<file path="config.mk">
export PLATFORM = sky130hd
export DESIGN_NAME = wdt_top
export DESIGN_NICKNAME = d
export VERILOG_FILES = /design/src/rtl/wdt_pkg.sv /design/src/rtl/wdt_divider.sv /design/src/rtl/wdt_stage_counter.sv /design/src/rtl/wdt_top.sv
export VERILOG_INCLUDE_DIRS = /design/src /design/src/rtl
export SDC_FILE = /design/constraint.sdc
export NUM_CORES = 1
export LEC_CHECK = 0
export BUFFER_PORTS_ARGS = -buffer_cell sky130_fd_sc_hd__clkbuf_2
export CORE_MARGIN = 1
export CORE_UTILIZATION = 56
export DETAILED_ROUTE_END_ITERATION = 8
export HOLD_SLACK_MARGIN = 0.1
export PLACE_DENSITY = 0.92
export SLEW_MARGIN = 20
export SYNTH_ARGS = -nofsm -noshare
export SYNTH_HDL_FRONTEND = slang
export SYNTH_SLANG_ARGS = --single-unit
export TNS_END_PERCENT = 20
</file>
<file path="constraint.sdc">
create_clock -name clk -period 4.4 [get_ports clk]
set_clock_uncertainty 0.15 [all_clocks]
set_input_delay 0.22 -clock clk [delete_from_list [all_inputs] [get_ports clk]]
set_output_delay 0.22 -clock clk [all_outputs]
set_load 0.05 [all_outputs]
</file>
<file path="src/rtl/wdt_cfg.svh">
`ifndef WDT_CFG_SVH
`define WDT_CFG_SVH

// ----------------------------------------------------------------
// Register byte addresses
// ----------------------------------------------------------------
`define WDT_ADDR_CONTROL 12'h034
`define WDT_ADDR_CODE 12'h038
`define WDT_ADDR_CONFIG 12'h03c
`define WDT_ADDR_STATUS 12'h040
`define WDT_ADDR_MASK 12'h044
`define WDT_ADDR_STATE 12'h048

// ----------------------------------------------------------------
// Control register fields
// ----------------------------------------------------------------
`define WDT_CTL_RUN_BIT 3
`define WDT_CTL_PERIOD_HI 2
`define WDT_CTL_PERIOD_LO 1
`define WDT_CTL_ACTION_BIT 0

// ----------------------------------------------------------------
// Reset values
// ----------------------------------------------------------------
`define WDT_RST_RUN 1'b1
`define WDT_RST_PERIOD 2'b00
`define WDT_RST_ACTION 1'b1
`define WDT_RST_TAP 1'b0
`define WDT_RST_MASK 2'b00

// ----------------------------------------------------------------
// Event status bits
// ----------------------------------------------------------------
`define WDT_EV_IRQ 0
`define WDT_EV_RESET 1
`define WDT_EV_W 2

// ----------------------------------------------------------------
// Period exponents for period code 11; each lower code adds two
// ----------------------------------------------------------------
`define WDT_FC_EXP_BASE 19
`define WDT_FS_EXP_BASE 11
`define WDT_STAGE_BITS 2

`endif

</file>
<file path="src/rtl/wdt_pkg.sv">
package wdt_pkg;

    // Codes accepted by the code port
    typedef enum logic [7:0] {
        WDT_CODE_CLEAR = 8'h4e,
        WDT_CODE_DISABLE = 8'hb1
    } wdt_code_type;

    // Source of the divider count
    typedef enum logic [0:0] {
        WDT_SRC_FAST = 1'b0,
        WDT_SRC_SLOW = 1'b1
    } wdt_src_type;

endpackage

</file>
<file path="src/rtl/wdt_divider.sv">
`timescale 1ns/100ps
`default_nettype none
// Free-running prescaler; pulses once per 2**tapExp source ticks
module wdt_divider
    import wdt_pkg::*;
#(
    parameter int DivWidth = 29
) (
    input wire logic clk,
    input wire logic rstSyncN,
    input wire logic clear,
    input wire logic step,
    input wire logic [4:0] tapExp,
    output logic stageTick
);

    logic [DivWidth-1:0] divCount_r;
    logic [DivWidth-1:0] tapMask;

    // Low bits below the tap all ones means the tap carries next step
    assign tapMask = DivWidth'((64'h1 << tapExp) - 64'h1);
    assign stageTick = step && ((divCount_r & tapMask) == tapMask);

    // Divider runs on; only a disable clears it
    always_ff @(posedge clk or negedge rstSyncN) begin
        if (!rstSyncN) begin
            divCount_r <= '0;
        end else if (clear) begin
            divCount_r <= '0;
        end else if (step) begin
            divCount_r <= divCount_r + DivWidth'(1);
        end
    end

endmodule
`default_nettype wire

</file>
<file path="src/rtl/wdt_stage_counter.sv">
`timescale 1ns/100ps
`default_nettype none
`include "wdt_cfg.svh"
// Two-stage binary counter; pulses once on overflow
module wdt_stage_counter
    import wdt_pkg::*;
(
    input wire logic clk,
    input wire logic rstSyncN,
    input wire logic clear,
    input wire logic tick,
    output logic overflow
);

    logic [`WDT_STAGE_BITS-1:0] stage_r;

    assign overflow = tick && (&stage_r);

    // Clear code and disable both empty the stages
    always_ff @(posedge clk or negedge rstSyncN) begin
        if (!rstSyncN) begin
            stage_r <= '0;
        end else if (clear) begin
            stage_r <= '0;
        end else if (tick) begin
            stage_r <= stage_r + `WDT_STAGE_BITS'(1);
        end
    end

endmodule
`default_nettype wire

</file>
<file path="src/rtl/wdt_top.sv">
`timescale 1ns/100ps
`default_nettype none
`include "wdt_cfg.svh"
module wdt_top
    import wdt_pkg::*;
#(
    parameter int FcExpBase = `WDT_FC_EXP_BASE,
    parameter int FsExpBase = `WDT_FS_EXP_BASE
) (
    input wire logic clk,
    input wire logic resetn,
    input wire logic psel,
    input wire logic penable,
    input wire logic pwrite,
    input wire logic [11:0] paddr,
    input wire logic [31:0] pwdata,
    output logic [31:0] prdata,
    output logic pready,
    output logic pslverr,
    input wire logic slowClkPin,
    input wire logic stopMode,
    input wire logic idleMode,
    input wire logic sleepMode,
    input wire logic slowMode,
    output logic wdogIrq,
    output logic wdogResetReq,
    output logic irq
);

    localparam int DivWidth = FcExpBase + 6;

    // ----------------------------------------------------------------
    // Reset release
    // ----------------------------------------------------------------
    logic [1:0] rstPipe_r;
    logic rstSyncN;

    // Asynchronous assert, two-flop release
    always_ff @(posedge clk or negedge resetn) begin
        if (!resetn) begin
            rstPipe_r <= 2'b00;
        end else begin
            rstPipe_r <= {rstPipe_r[0], 1'b1};
        end
    end
    assign rstSyncN = rstPipe_r[1];

    // ----------------------------------------------------------------
    // Pin synchronisers
    // ----------------------------------------------------------------
    logic [4:0] pinMeta_r;
    logic [4:0] pinSync_r;
    logic slowClkLast_r;
    logic slowEdge;
    logic holdCount;
    logic slowSel;

    // Two flops per pin before any logic reads it
    always_ff @(posedge clk or negedge rstSyncN) begin
        if (!rstSyncN) begin
            pinMeta_r <= 5'h00;
            pinSync_r <= 5'h00;
        end else begin
            pinMeta_r <= {slowMode, sleepMode, idleMode, stopMode, slowClkPin};
            pinSync_r <= pinMeta_r;
        end
    end

    // Rising edge of the synchronised low-frequency clock
    always_ff @(posedge clk or negedge rstSyncN) begin
        if (!rstSyncN) begin
            slowClkLast_r <= 1'b0;
        end else begin
            slowClkLast_r <= pinSync_r[0];
        end
    end
    assign slowEdge = pinSync_r[0] && !slowClkLast_r;
    assign holdCount = pinSync_r[1] || pinSync_r[2] || pinSync_r[3];

    // ----------------------------------------------------------------
    // Registers
    // ----------------------------------------------------------------
    logic runBit_r;
    logic [1:0] periodSel_r;
    logic actionSel_r;
    logic actionLock_r;
    logic active_r;
    logic tapSel_r;
    logic [`WDT_EV_W-1:0] status_r;
    logic [`WDT_EV_W-1:0] mask_r;
    logic setupPhase;
    logic accessDone;
    logic wrDone;
    logic rdDone;
    logic addrHit;
    logic codeClear;
    logic codeDisable;
    logic [31:0] readMux;
    logic [`WDT_EV_W-1:0] readTaken_r;

    // Address decode, used only for the setup-phase error answer
    function automatic logic isMapped(input logic [11:0] a);
        isMapped = (a == `WDT_ADDR_CONTROL) || (a == `WDT_ADDR_CODE) ||
                   (a == `WDT_ADDR_CONFIG) || (a == `WDT_ADDR_STATUS) ||
                   (a == `WDT_ADDR_MASK) || (a == `WDT_ADDR_STATE);
    endfunction

    assign setupPhase = psel && !penable;
    assign accessDone = psel && penable && pready;
    assign wrDone = accessDone && pwrite && !pslverr;
    assign rdDone = accessDone && !pwrite && !pslverr;
    assign addrHit = isMapped(paddr);
    assign codeClear = wrDone && (paddr == `WDT_ADDR_CODE) &&
                       (pwdata[7:0] == WDT_CODE_CLEAR);
    assign codeDisable = wrDone && (paddr == `WDT_ADDR_CODE) &&
                         (pwdata[7:0] == WDT_CODE_DISABLE);

    // Control register fields
    always_ff @(posedge clk or negedge rstSyncN) begin
        if (!rstSyncN) begin
            runBit_r <= `WDT_RST_RUN;
            periodSel_r <= `WDT_RST_PERIOD;
        end else if (wrDone && paddr == `WDT_ADDR_CONTROL) begin
            runBit_r <= pwdata[`WDT_CTL_RUN_BIT];
            periodSel_r <= pwdata[`WDT_CTL_PERIOD_HI:`WDT_CTL_PERIOD_LO];
        end
    end

    // Overflow action: reset after release, locked once cleared
    always_ff @(posedge clk or negedge rstSyncN) begin
        if (!rstSyncN) begin
            actionSel_r <= `WDT_RST_ACTION;
            actionLock_r <= 1'b0;
        end else if (wrDone && paddr == `WDT_ADDR_CONTROL &&
                     !actionLock_r) begin
            actionSel_r <= pwdata[`WDT_CTL_ACTION_BIT];
            actionLock_r <= !pwdata[`WDT_CTL_ACTION_BIT];
        end
    end

    // Watchdog running state
    always_ff @(posedge clk or negedge rstSyncN) begin
        if (!rstSyncN) begin
            active_r <= 1'b1;
        end else if (wrDone && paddr == `WDT_ADDR_CONTROL &&
                     pwdata[`WDT_CTL_RUN_BIT]) begin
            active_r <= 1'b1;
        end else if (codeDisable && !runBit_r) begin
            active_r <= 1'b0;
        end
    end

    // Prescale tap select
    always_ff @(posedge clk or negedge rstSyncN) begin
        if (!rstSyncN) begin
            tapSel_r <= `WDT_RST_TAP;
        end else if (wrDone && paddr == `WDT_ADDR_CONFIG) begin
            tapSel_r <= pwdata[0];
        end
    end

    // Interrupt mask
    always_ff @(posedge clk or negedge rstSyncN) begin
        if (!rstSyncN) begin
            mask_r <= `WDT_RST_MASK;
        end else if (wrDone && paddr == `WDT_ADDR_MASK) begin
            mask_r <= pwdata[`WDT_EV_W-1:0];
        end
    end

    // ----------------------------------------------------------------
    // Counting chain
    // ----------------------------------------------------------------
    logic step;
    logic [4:0] tapExp;
    logic stageTick;
    logic overflow;

    assign slowSel = tapSel_r || pinSync_r[4];
    // Source tick, paused in stop, idle and sleep modes
    assign step = active_r && !holdCount &&
                  (slowSel ? slowEdge : 1'b1);
    // Divider tap two bits below the full period
    assign tapExp = slowSel ?
        5'(FsExpBase + 2 * (3 - int'(periodSel_r)) - `WDT_STAGE_BITS) :
        5'(FcExpBase + 2 * (3 - int'(periodSel_r)) - `WDT_STAGE_BITS);

    wdt_divider #(
        .DivWidth(DivWidth)
    ) uDivider (
        .clk(clk),
        .rstSyncN(rstSyncN),
        .clear(!active_r),
        .step(step),
        .tapExp(tapExp),
        .stageTick(stageTick)
    );

    wdt_stage_counter uStages (
        .clk(clk),
        .rstSyncN(rstSyncN),
        .clear(!active_r || codeClear),
        .tick(stageTick),
        .overflow(overflow)
    );

    // ----------------------------------------------------------------
    // Overflow outputs
    // ----------------------------------------------------------------
    logic [`WDT_EV_W-1:0] events;

    assign events[`WDT_EV_IRQ] = overflow && !actionSel_r;
    assign events[`WDT_EV_RESET] = overflow && actionSel_r;

    // One-cycle pulses on the chosen path
    always_ff @(posedge clk or negedge rstSyncN) begin
        if (!rstSyncN) begin
            wdogIrq <= 1'b0;
            wdogResetReq <= 1'b0;
        end else begin
            wdogIrq <= events[`WDT_EV_IRQ];
            wdogResetReq <= events[`WDT_EV_RESET];
        end
    end

    // Sticky status; a new event beats the read clear
    always_ff @(posedge clk or negedge rstSyncN) begin
        if (!rstSyncN) begin
            status_r <= '0;
        end else if (rdDone && paddr == `WDT_ADDR_STATUS) begin
            status_r <= (status_r & ~readTaken_r) | events;
        end else begin
            status_r <= status_r | events;
        end
    end

    // Level interrupt from unmasked status
    always_ff @(posedge clk or negedge rstSyncN) begin
        if (!rstSyncN) begin
            irq <= 1'b0;
        end else begin
            irq <= |(status_r & mask_r);
        end
    end

    // ----------------------------------------------------------------
    // APB answer
    // ----------------------------------------------------------------
    // Read data; control and code port read as zero
    always_comb begin
        readMux = 32'h0000_0000;
        unique case (paddr)
            `WDT_ADDR_CONFIG: readMux = {31'h0, tapSel_r};
            `WDT_ADDR_STATUS: readMux = {30'h0, status_r};
            `WDT_ADDR_MASK: readMux = {30'h0, mask_r};
            `WDT_ADDR_STATE: readMux = {26'h0, actionLock_r,
                                        active_r, runBit_r, periodSel_r,
                                        actionSel_r};
            default: readMux = 32'h0000_0000;
        endcase
    end

    // Answer prepared in setup, shown for the single access cycle
    always_ff @(posedge clk or negedge rstSyncN) begin
        if (!rstSyncN) begin
            pready <= 1'b0;
            pslverr <= 1'b0;
            prdata <= 32'h0000_0000;
            readTaken_r <= '0;
        end else if (setupPhase) begin
            pready <= 1'b1;
            pslverr <= !addrHit;
            prdata <= pwrite ? 32'h0000_0000 : readMux;
            readTaken_r <= status_r;
        end else begin
            pready <= 1'b0;
            pslverr <= 1'b0;
            prdata <= 32'h0000_0000;
        end
    end

endmodule
`default_nettype wire

</file>
==> run metrics, run 1 <==
status=finished, final reports clean; number of synthesized register bits=64; Num CTS Buffers=9; area grow syn2layout=15.6%; compound-gate portion of the synthesized area=12.6%; TritonCTS clock tree=built; grt total ovfl=0; Yosys cell types=54; worst min path class=in -> reg; Mapped Area=3320 µm²; CP Launch Type=flop; initial antenna violation count=0; I/O pins=91; Pint=0.973 mW; CP Capture Type=flop; Root Buffer=clkbuf_8; # Post-CTS Setup Buffers=0; WHS Path Cells=4; vias after detailed routing=2648; Synth Area per Inst=9.98 µm²; clock sink count=64; Crit Path Class=reg -> reg; switching share of power=24.0%; EDFF count, synth=0; Routability Congestion=approximately 0.84; final WL=7090 µm; post-DP HPWL=roughly 4500 µm; Pwr per Cell Area=333 nW/µm²; CP Data Arrival Time=3.11 ns; most common cell in the synthesized netlist=dfrtp_1; starting density of the core=59.3%; DR vias/cell=5.69; simple-gate area share of the yosys netlist=a little under a quarter; ant diodes=0; htree depth=3; Post-DRT Antenna Nets=0; DRC viols=0; Post-Synth XOR/XNOR Area=3.69%; setup TNS=0 ns; die area=6250 µm²; first-pass GRT wire length=12000 µm; Multi-input gate area=~1600 µm²; post-synthesis sequential area ratio=48.3%; NetSw=~0.3 mW; RSZ-0062 raised after global routing=no; Combinational Power Share=roughly 8.7%; DRT Pass-1 Iters=4; Core Box Area=5610 µm²; Async SR Flop Fraction=between 90% and 100%; Filler cells=423; total track usage=25.5%; Rel. slew slack=49.7%; die span in x=79.1 µm; ratio of final minimum period to clock period=slightly below 70%; 1st-iter DRT viols=215; final hold vios=0; Mapped Cells=333; Adder-Cell Fraction of Synth Area=between 1.5 and 2%; leading area contributor after synthesis=dfrtp_1; max-cap violations=0; WP data required=between 4 and 5 ns; FP Rows=27; Slew Viols, Final=0; Reg power frac=a little under half; top area cells in the synthesized netlist=dfrtp_1, buf_4, nand2_1, nand3_1, o21ai_0; Clock Latency Late Sink=around 0.35 ns; # setup viols final=0; maximum clock path buffer count=2; fin nets=~450; Tmin final=3.03 ns; clock transition at the registers of the reported paths=0.07 ns; top cells by count, synth=dfrtp_1, nand2_1, buf_4; CP Max Fanout=9; worst slew pin tran=roughly 0.76 ns; clock power share=44.3%; ys flop type=dfrtp_1; top cell type's share of synthesized area=a little under half; Die H=just under 80 µm; Pleak=1.72 nW; multiplexer share of the synthesized area=3.27%; worst vdd ir=0.000229 V; vias in the first global route=between 2000 and 3000; largest net degree at the start of global routing=63; worst reg-to-reg path cell count=8; synth warn=0; wire length per cell=15.3 µm; worst hold slack=0.120 ns; Reg area=1610 µm²; fmax=330 MHz; largest family of logic cells by synthesized area=simple AND/OR/NAND/NOR gates; layout cell share with drive strength beyond 1=18.6%; port bufs=40
-- critical path, stage by stage (launching register included) --
cell and delay, ns:
dfrtp_1 0.48, or2_1 0.26, nand3_1 0.11, ha_1 0.33, a2111oi_0 0.51, nand4b_1 0.26, nor4_4 0.43, mux2i_1 0.31
nor2_1 0.07
-- cell usage in the layout, fill, tap and decap left out, types with 3 or more instances in the layout --
cell,n
inv_1,9
o21ai_1,4
dlygate4sd3_1,13
nand3_1,21
a21oi_1,3
nand4_1,7
or3_1,4
o21bai_1,3
nor3_1,7
o21ai_0,21
xor2_1,3
nand2_1,30
o211ai_1,4
clkbuf_2,40
and3_1,6
dfstp_2,3
o31ai_1,6
xnor2_1,11
nor2_1,21
mux2_2,7
and2_1,16
dfrtp_1,60
clkbuf_8,11
conb_1,27
nand3b_1,3
mux2i_1,3
ha_1,4
nand4b_1,3
-- state kept, by name, summed over array words and instances (netlist names), 2 cells and up --
name / cells
prdata: 6
rstPipe_r: 2
uStages.stage_r: 2
readTaken_r: 2
status_r: 2
mask_r: 2
uDivider.divCount_r: 25
pinMeta_r: 5
pinSync_r: 5
periodSel_r: 2
-- cell families after synthesis --
group / count (synthesis)
compound gates: 60
mux: 10
buf+inv: 44
other cells: 2
xor+xnor: 14
simple gates: 135
fa+ha+maj: 4
flops: 64
-- power by group through the flow --
| stage | clock, mW | sequential [mW] | combinational [mW] |
|---|---|---|---|
| final | 0.567 | 0.601 | 0.111 |
| after global routing | 0.592 | 0.602 | 0.120 |
| after CTS | 0.571 | 0.601 | 0.110 |
| after detailed placement | 0 | 0.612 | 0.101 |
| after global placement | 0 | 0.611 | 0.0989 |
| after floorplan | 0 | 0.622 | 0.0835 |
-- area by class of cell --
cell class	instances	share of cell area, %
clock buffers	13	4.14
clock inverters	3	1.69
inverters	9	0.879
multi-input cells	250	40.3
flip-flops and latches	64	41.8
well taps	72	2.34
repair buffers	54	8.79
-- metrics by stage --
step                      utilization [%]  cells  instance area, µm²  worst slack [ns]  total power [mW]
final                                68.5    465                3840              1.37              1.28
after global routing                 68.5    465                3840              1.18              1.31
after CTS                            68.5    465                3840              1.38              1.28
after detailed placement             62.2    436                3490              1.42             0.713
after global placement               62.2    436                3490              1.50             0.710
after floorplan                         -    358                3420              1.72             0.706
-- metal layers --
metal  track usage [%]  up-vias  part of all wire [%]
li1                  -     1244                     -
met1              31.4     1272                    41
met2              42.8      115                    51
met3              5.63       17                   5.2
met4              11.5        0                   2.4
met5                 0        -                     0
-- what timing repair did --
item,4_1_cts,5_1_grt
resized for setup,0,0
endpoints found under the hold margin,18,0
hold buffers,13,0
-- final timing paths --
check | to | start | slack, ns
setup reg to reg | uStages.stage_r[1]$_DFFE_PN0P_ | tapSel_r$_DFFE_PN0P_ | 1.37
hold / removal | pslverr$_DFF_PN0_ | paddr[7] | 0.12
hold reg to reg | pinSync_r[4]$_DFF_PN0_ | pinMeta_r[4]$_DFF_PN0_ | 0.20
max in group asynchronous | pready$_DFF_PN0_ | rstPipe_r[1]$_DFF_PN0_ | 3.32
setup / recovery | uStages.stage_r[1]$_DFFE_PN0P_ | tapSel_r$_DFFE_PN0P_ | 1.37
min in group asynchronous | pinSync_r[0]$_DFF_PN0_ | rstPipe_r[1]$_DFF_PN0_ | 0.25
Power figures use the tool's default switching activity.
==> run 2: changes to the inputs <==
--- a/config.mk
+++ b/config.mk
@@ -8,10 +8,10 @@
 export LEC_CHECK = 0
 export BUFFER_PORTS_ARGS = -buffer_cell sky130_fd_sc_hd__clkbuf_2
 export CORE_MARGIN = 1
-export CORE_UTILIZATION = 56
+export CORE_UTILIZATION = 52
 export DETAILED_ROUTE_END_ITERATION = 8
 export HOLD_SLACK_MARGIN = 0.1
-export PLACE_DENSITY = 0.92
+export PLACE_DENSITY = 0.86
 export SLEW_MARGIN = 20
 export SYNTH_ARGS = -nofsm -noshare
 export SYNTH_HDL_FRONTEND = slang
==> constraint.sdc (replaced) <==
create_clock -name clk -period 3.1 [get_ports clk]
set_clock_uncertainty 0.15 [all_clocks]
set_input_delay 0.155 -clock clk [delete_from_list [all_inputs] [get_ports clk]]
set_output_delay 0.155 -clock clk [all_outputs]
set_load 0.05 [all_outputs]
==> run metrics, run 2 (synthesized netlist as in run 1, its figures left out) <==
status=finished, final reports clean (unchanged); final WL=7300 µm (was 7090 µm); placed cell count=445 (was 436); Pleak=1.78 nW (was 1.72 nW); vias in the first global route=2614 (was 2541); TritonCTS clock tree=built (unchanged); port bufs=40 (unchanged); DRT Pass-1 Iters=4 (unchanged); most frequent cells in the layout=dfrtp_1, clkbuf_2, nand2_1 (unchanged); post-DP HPWL=4650 µm (was 4500 µm); WP data required=3.17 ns (was 4.48 ns); vias after detailed routing=2672 (was 2648); DRC viols=0 (unchanged); placed cell area=3540 µm² (was 3490 µm²); wire length per cell=15.2 µm (was 15.3 µm); CP Capture Type=flop (unchanged); Slew Viols, Final=0 (unchanged); Cell Count, Final, Fillers Out=481 (was 465); hold path startpoint=paddr[10] (was paddr[7]); ant diodes=0 (unchanged); Reg power frac=47.8% (was 47.0%); FP Rows=28 (was 27); Die H=82.0 µm (was 79.1 µm); CP Data Arrival Time=2.80 ns (was 3.11 ns); switching share of power=24.5% (was 24.0%); clock sink count=64 (unchanged); Filler cells=471 (was 423); layout cell share with drive strength beyond 1=19.5% (was 18.6%); M3 GR Usage=8.11% (was 5.63%); total track usage=25.5% (about the same); most common cell after layout, fill and taps aside=dfrtp_1 (unchanged); Pwr per Cell Area=457 nW/µm² (was 333 nW/µm²); Combinational Power Share=8.6% (was 8.7%); Tmin final=2.73 ns (was 3.03 ns); Crit-path slowest cell=a2111oi_1 (was a2111oi_0); RSZ-0062 raised after global routing=no (unchanged); Core Box Area=6030 µm² (was 5610 µm²); ratio of final minimum period to clock period=87.9% (was 68.9%); Largest regs=uDivider.divCount_r: 25 flops, prdata: 6 flops (unchanged); Buf/Inv on CP=0 (unchanged); 1st-iter DRT viols=183 (was 215); Rel. slew slack=58.8% (was 49.7%); starting density of the core=55.2% (was 59.3%); Design Area, Final=3960 µm² (was 3840 µm²); worst vdd ir=0.000366 V (was 0.000229 V); clock power share=43.7% (was 44.3%); Biggest register=uDivider.divCount_r (unchanged); Post-DRT Antenna Nets=0 (unchanged); htree depth=3 (unchanged); clock transition at the registers of the reported paths=0.07 ns (about the same); CP Launch Type=flop (unchanged); flop-to-flop setup slack=0.37 ns (was 1.37 ns); Reg area=1610 µm² (about the same); CP Max Fanout=9 (unchanged); setup TNS=0 ns (unchanged); largest net degree at the start of global routing=51 (was 63); I/O pins=91 (unchanged); fmax=367 MHz (was 330 MHz); delay-heaviest family, CP=simple AND/OR/NAND/NOR gates (unchanged); DR vias/cell=5.56 (was 5.69); first-pass GRT wire length=12500 µm (was 12000 µm); met2 Use GR=39.8% (was 42.8%); final hold vios=0 (unchanged); NetSw=0.443 mW (was 0.307 mW); Num CTS Buffers=9 (unchanged); Multi-input gate area=1550 µm² (about the same); die span in x=82.0 µm (was 79.1 µm); area grow syn2layout=19.1% (was 15.6%); Root Buffer=clkbuf_8 (unchanged); fin nets=459 (was 446); worst min path class=in -> reg (unchanged); Reg-to-Reg Start=pinSync_r[4]$_DFF_PN0_ (was tapSel_r$_DFFE_PN0P_); crit path cell chain=or2_4 -> nand3_1 -> ha_1 -> a2111oi_1 -> nand4b_1 -> nor4_4 -> mux2i_1 -> nor2_1 (was or2_1 -> nand3_1 -> ha_1 -> a2111oi_0 -> nand4b_1 -> nor4_4 -> mux2i_1 -> nor2_1); busiest grt layer=met2 (unchanged); Clock Latency Late Sink=0.35 ns (about the same); worst slew pin tran=0.619 ns (was 0.755 ns); grt total ovfl=0 (unchanged); Pint=1.37 mW (was 0.973 mW); # setup viols final=0 (unchanged); die area=6720 µm² (was 6250 µm²); delay of the slowest critical-path stage=0.47 ns (was 0.51 ns); Routability Congestion=0.816 (was 0.835); max reg flops=25 (unchanged); initial antenna violation count=0 (unchanged); max-cap violations=0 (unchanged); M1 GR Usage=32.0% (was 31.4%); maximum clock path buffer count=2 (unchanged); crit path launch=pinSync_r[4]$_DFF_PN0_ (was tapSel_r$_DFFE_PN0P_); Crit Path Class=reg -> reg (unchanged)
[run 2: cell types whose count changed in the layout (fill, tap and decap cells not counted), sizes merged]
cell | before | now
dlygate4sd3 | 13 | 20
clkinvlp | 0 | 1
buf | 1 | 7
clkinv | 1 | 0
[run 2: power by group through the flow]
stage	Sequential, mW	Clock (mW)	Combinational [mW]
4_1_cts	0.865	0.800	0.151
3_5_place_dp	0.881	0	0.132
5_1_grt	0.868	0.845	0.165
3_3_place_gp	0.880	0	0.130
2_1_floorplan	0.883	0	0.118
6_report	0.864	0.790	0.155
[run 2: final cells by class]
class	count	share of cell area (%)
Timing Repair Buffer	67	11.4
Clock inverter	3	1.71
Sequential cell	64	40.6
Clock buffer	13	3.76
Inverter	9	0.853
Tap cell	75	2.37
Multi-Input combinational cell	250	39.2
[run 2: worst reg2reg max path, cell delays in order, from the launching register on]
cell and delay (ns):
dfrtp_1 0.43, or2_4 0.20, nand3_1 0.09, ha_1 0.32, a2111oi_1 0.47, nand4b_1 0.24, nor4_4 0.42, mux2i_1 0.24
nor2_1 0.05
[run 2: through the flow]
| step | utilization, % | setup slack [ns] | hold slack [ns] | power (mW) |
|---|---|---|---|---|
| final | 65.7 | 0.374 | 0.159 | 1.81 |
| after global routing | 65.7 | 0.0913 | 0.183 | 1.88 |
| after CTS | 65.6 | 0.225 | 0.140 | 1.82 |
| after detailed placement | 58.7 | 0.239 | -0.207 | 1.01 |
| after global placement | 58.7 | 0.385 | -0.209 | 1.01 |
| after floorplan | - | 0.422 | -0.291 | 1.00 |
[run 2: worst paths after layout]
| kind | to | depth (start not counted) |
|---|---|---|
| max | uStages.stage_r[1]$_DFFE_PN0P_ | 8 |
| min | pslverr$_DFF_PN0_ | 5 |
| max reg2reg | uStages.stage_r[1]$_DFFE_PN0P_ | 8 |
| min reg2reg | uDivider.divCount_r[8]$_DFFE_PN0P_ | 0 |
| max in group asynchronous | prdata[0]$_DFF_PN0_ | 1 |
| min in group asynchronous | uDivider.divCount_r[8]$_DFFE_PN0P_ | 0 |
[run 2: what timing repair did]
item / 4_1_cts / 5_1_grt
hold endpoints to repair: 24 / 0
hold buffers: 20 / 0
buffers inserted: 0 / 0
gates resized for setup: 0 / 2
endpoints found under the setup margin: 0 / 1
[run 2: metal layers]
metal / vias to the layer above / part of all wire [%] / wire [µm]
met1: 1291 / 42 / 3050
met5: - / 0 / 0
li1: 1263 / - / -
met4: 0 / 3.1 / 224
met3: 17 / 5.8 / 424
met2: 101 / 49 / 3600
==> run 3: changes to the inputs <==
--- a/config.mk
+++ b/config.mk
@@ -12,6 +12,7 @@
 export DETAILED_ROUTE_END_ITERATION = 8
 export HOLD_SLACK_MARGIN = 0.1
 export PLACE_DENSITY = 0.86
+export RECOVER_POWER = 25
 export SLEW_MARGIN = 20
 export SYNTH_ARGS = -nofsm -noshare
 export SYNTH_HDL_FRONTEND = slang
==> run metrics, run 3 (synthesized netlist as in run 1, its figures left out) <==
# Post-CTS Setup Buffers=0 (unchanged); Biggest register=uDivider.divCount_r (unchanged); worst slew pin tran=1.90 ns (was 0.619 ns); first-pass GRT wire length=12500 µm (unchanged); total track usage=25.5% (unchanged); DRC viols=0 (unchanged); post-DP HPWL=4650 µm (unchanged); FP Rows=28 (unchanged); RSZ-0062 raised after global routing=no (unchanged); Die H=82.0 µm (unchanged); die area=6720 µm² (unchanged); CP Data Arrival Time=2.80 ns (about the same); most frequent cells in the layout=dfrtp_1, clkbuf_2, nand2_1 (unchanged); worst reg-to-reg path cell count=8 (unchanged); largest net degree at the start of global routing=51 (unchanged); port bufs=40 (unchanged); CP Launch Type=flop (unchanged); TritonCTS clock tree=built (unchanged); max reg flops=25 (unchanged); hold path startpoint=paddr[10] (unchanged); fmax=367 MHz (about the same); vias in the first global route=2614 (unchanged); met2 Use GR=39.8% (unchanged); most common cell after layout, fill and taps aside=dfrtp_1 (unchanged); WHS Path Cells=5 (unchanged); Pwr per Cell Area=457 nW/µm² (about the same); clock sink count=64 (unchanged); worst vdd ir=0.000366 V (about the same); worst min path class=in -> reg (unchanged); Hold Path Sink=pslverr$_DFF_PN0_ (unchanged); initial antenna violation count=0 (unchanged); status=finished with violations (was finished, final reports clean); flop-to-flop setup slack=0.37 ns (about the same); Routability Congestion=0.816 (unchanged); grt total ovfl=0 (unchanged); Crit Path Class=reg -> reg (unchanged); htree depth=3 (unchanged); Reg-to-Reg End=uStages.stage_r[1]$_DFFE_PN0P_ (unchanged); CP Max Fanout=9 (unchanged); DR vias/cell=5.56 (unchanged); vias after detailed routing=2672 (unchanged); Tmin final=2.73 ns (about the same); Post-DRT Antenna Nets=0 (unchanged); 1st-iter DRT viols=183 (unchanged); maximum clock path buffer count=2 (unchanged); area grow syn2layout=19.0% (was 19.1%); # setup viols final=0 (unchanged); ratio of final minimum period to clock period=88.0% (was 87.9%); max-cap violations=1 (was 0); I/O pins=91 (unchanged); wire length per cell=15.2 µm (unchanged); Clock Latency Late Sink=0.35 ns (about the same); fin nets=459 (unchanged); die span in x=82.0 µm (unchanged); Slew Viols, Final=51 (was 0); WP data required=3.17 ns (about the same); busiest grt layer=met2 (unchanged); ant diodes=0 (unchanged); Rel. slew slack=-26.5% (was 58.8%); Core Box Area=6030 µm² (unchanged); clock transition at the registers of the reported paths=0.07 ns (about the same); DRT Pass-1 Iters=4 (unchanged); M3 GR Usage=8.11% (unchanged); Pleak=1.78 nW (about the same); setup TNS=0 ns (unchanged); M1 GR Usage=32.0% (unchanged); fin util=65.7% (about the same); starting density of the core=55.2% (unchanged); failing checks=max-capacitance violations, max-slew violations; final WL=7300 µm (unchanged); Num CTS Buffers=9 (unchanged); layout cell share with drive strength beyond 1=19.2% (was 19.5%); Root Buffer=clkbuf_8 (unchanged); Largest regs=uDivider.divCount_r: 25 flops, prdata: 6 flops (unchanged); Reg-to-Reg Start=pinSync_r[4]$_DFF_PN0_ (unchanged); CP Capture Type=flop (unchanged); final hold vios=0 (unchanged)
==> run 3: critical path, cell delays in order, from the launching register on <==
cell and delay [ns]:
dfrtp_1 0.43, or2_4 0.20, nand3_1 0.09, ha_1 0.32
a2111oi_1 0.47, nand4b_1 0.24, nor4_4 0.42, mux2i_1 0.24
nor2_1 0.05
==> run 3: metrics by stage <==
| stage | power [mW] | std cells | hold WS, ns | setup slack [ns] | instance area (µm²) |
|---|---|---|---|---|---|
| after floorplan | 1.00 | 358 | -0.291 | 0.422 | 3420 |
| after global placement | 1.01 | 445 | -0.209 | 0.385 | 3540 |
| after detailed placement | 1.01 | 445 | -0.207 | 0.239 | 3540 |
| after CTS | 1.82 | 481 | 0.140 | 0.225 | 3950 |
| after global routing | 1.88 | 481 | 0.183 | 0.0913 | 3960 |
| final | 1.81 | 481 | 0.159 | 0.373 | 3960 |
==> run 3: how the worst max path moves through the flow <==
stage	start	to	slack (ns)
after detailed placement	pinSync_r[4]$_DFF_PN0_	uStages.stage_r[1]$_DFFE_PN0P_	0.24
final	pinSync_r[4]$_DFF_PN0_	uStages.stage_r[1]$_DFFE_PN0P_	0.37
after global placement	pinSync_r[4]$_DFF_PN0_	uStages.stage_r[1]$_DFFE_PN0P_	0.38
after floorplan	tapSel_r$_DFFE_PN0P_	uStages.stage_r[1]$_DFFE_PN0P_	0.42
after CTS	pinSync_r[4]$_DFF_PN0_	uStages.stage_r[1]$_DFFE_PN0P_	0.22
after global routing	pinSync_r[4]$_DFF_PN0_	uStages.stage_r[1]$_DFFE_PN0P_	0.09
==> run 3: routing by layer <==
layer  part of all wire [%]  up-vias
met5                      0        -
met4                    3.0        0
met3                    6.1       17
met2                     49      103
met1                     42     1289
li1                       -     1263
==> run 3: area by class of cell <==
class / instances / area, µm²
inverters: 9 / 33.8
clock buffers: 13 / 149
flip-flops and latches: 64 / 1610
multi-input cells: 250 / 1550
well taps: 75 / 93.8
clock inverters: 3 / 67.6
repair buffers: 67 / 453
fillers: 473 / 2070
==> run 3: repair_timing <==
item	in CTS	in global routing
endpoints found under the setup margin	0	1
resized for setup	0	2
hold buffers	20	0
hold endpoints to repair	24	0
==> run 3: where the power goes <==
part | internal (mW) | switching (mW)
combinational | 0.0426 | 0.112
clock | 0.476 | 0.314
sequential | 0.848 | 0.0161
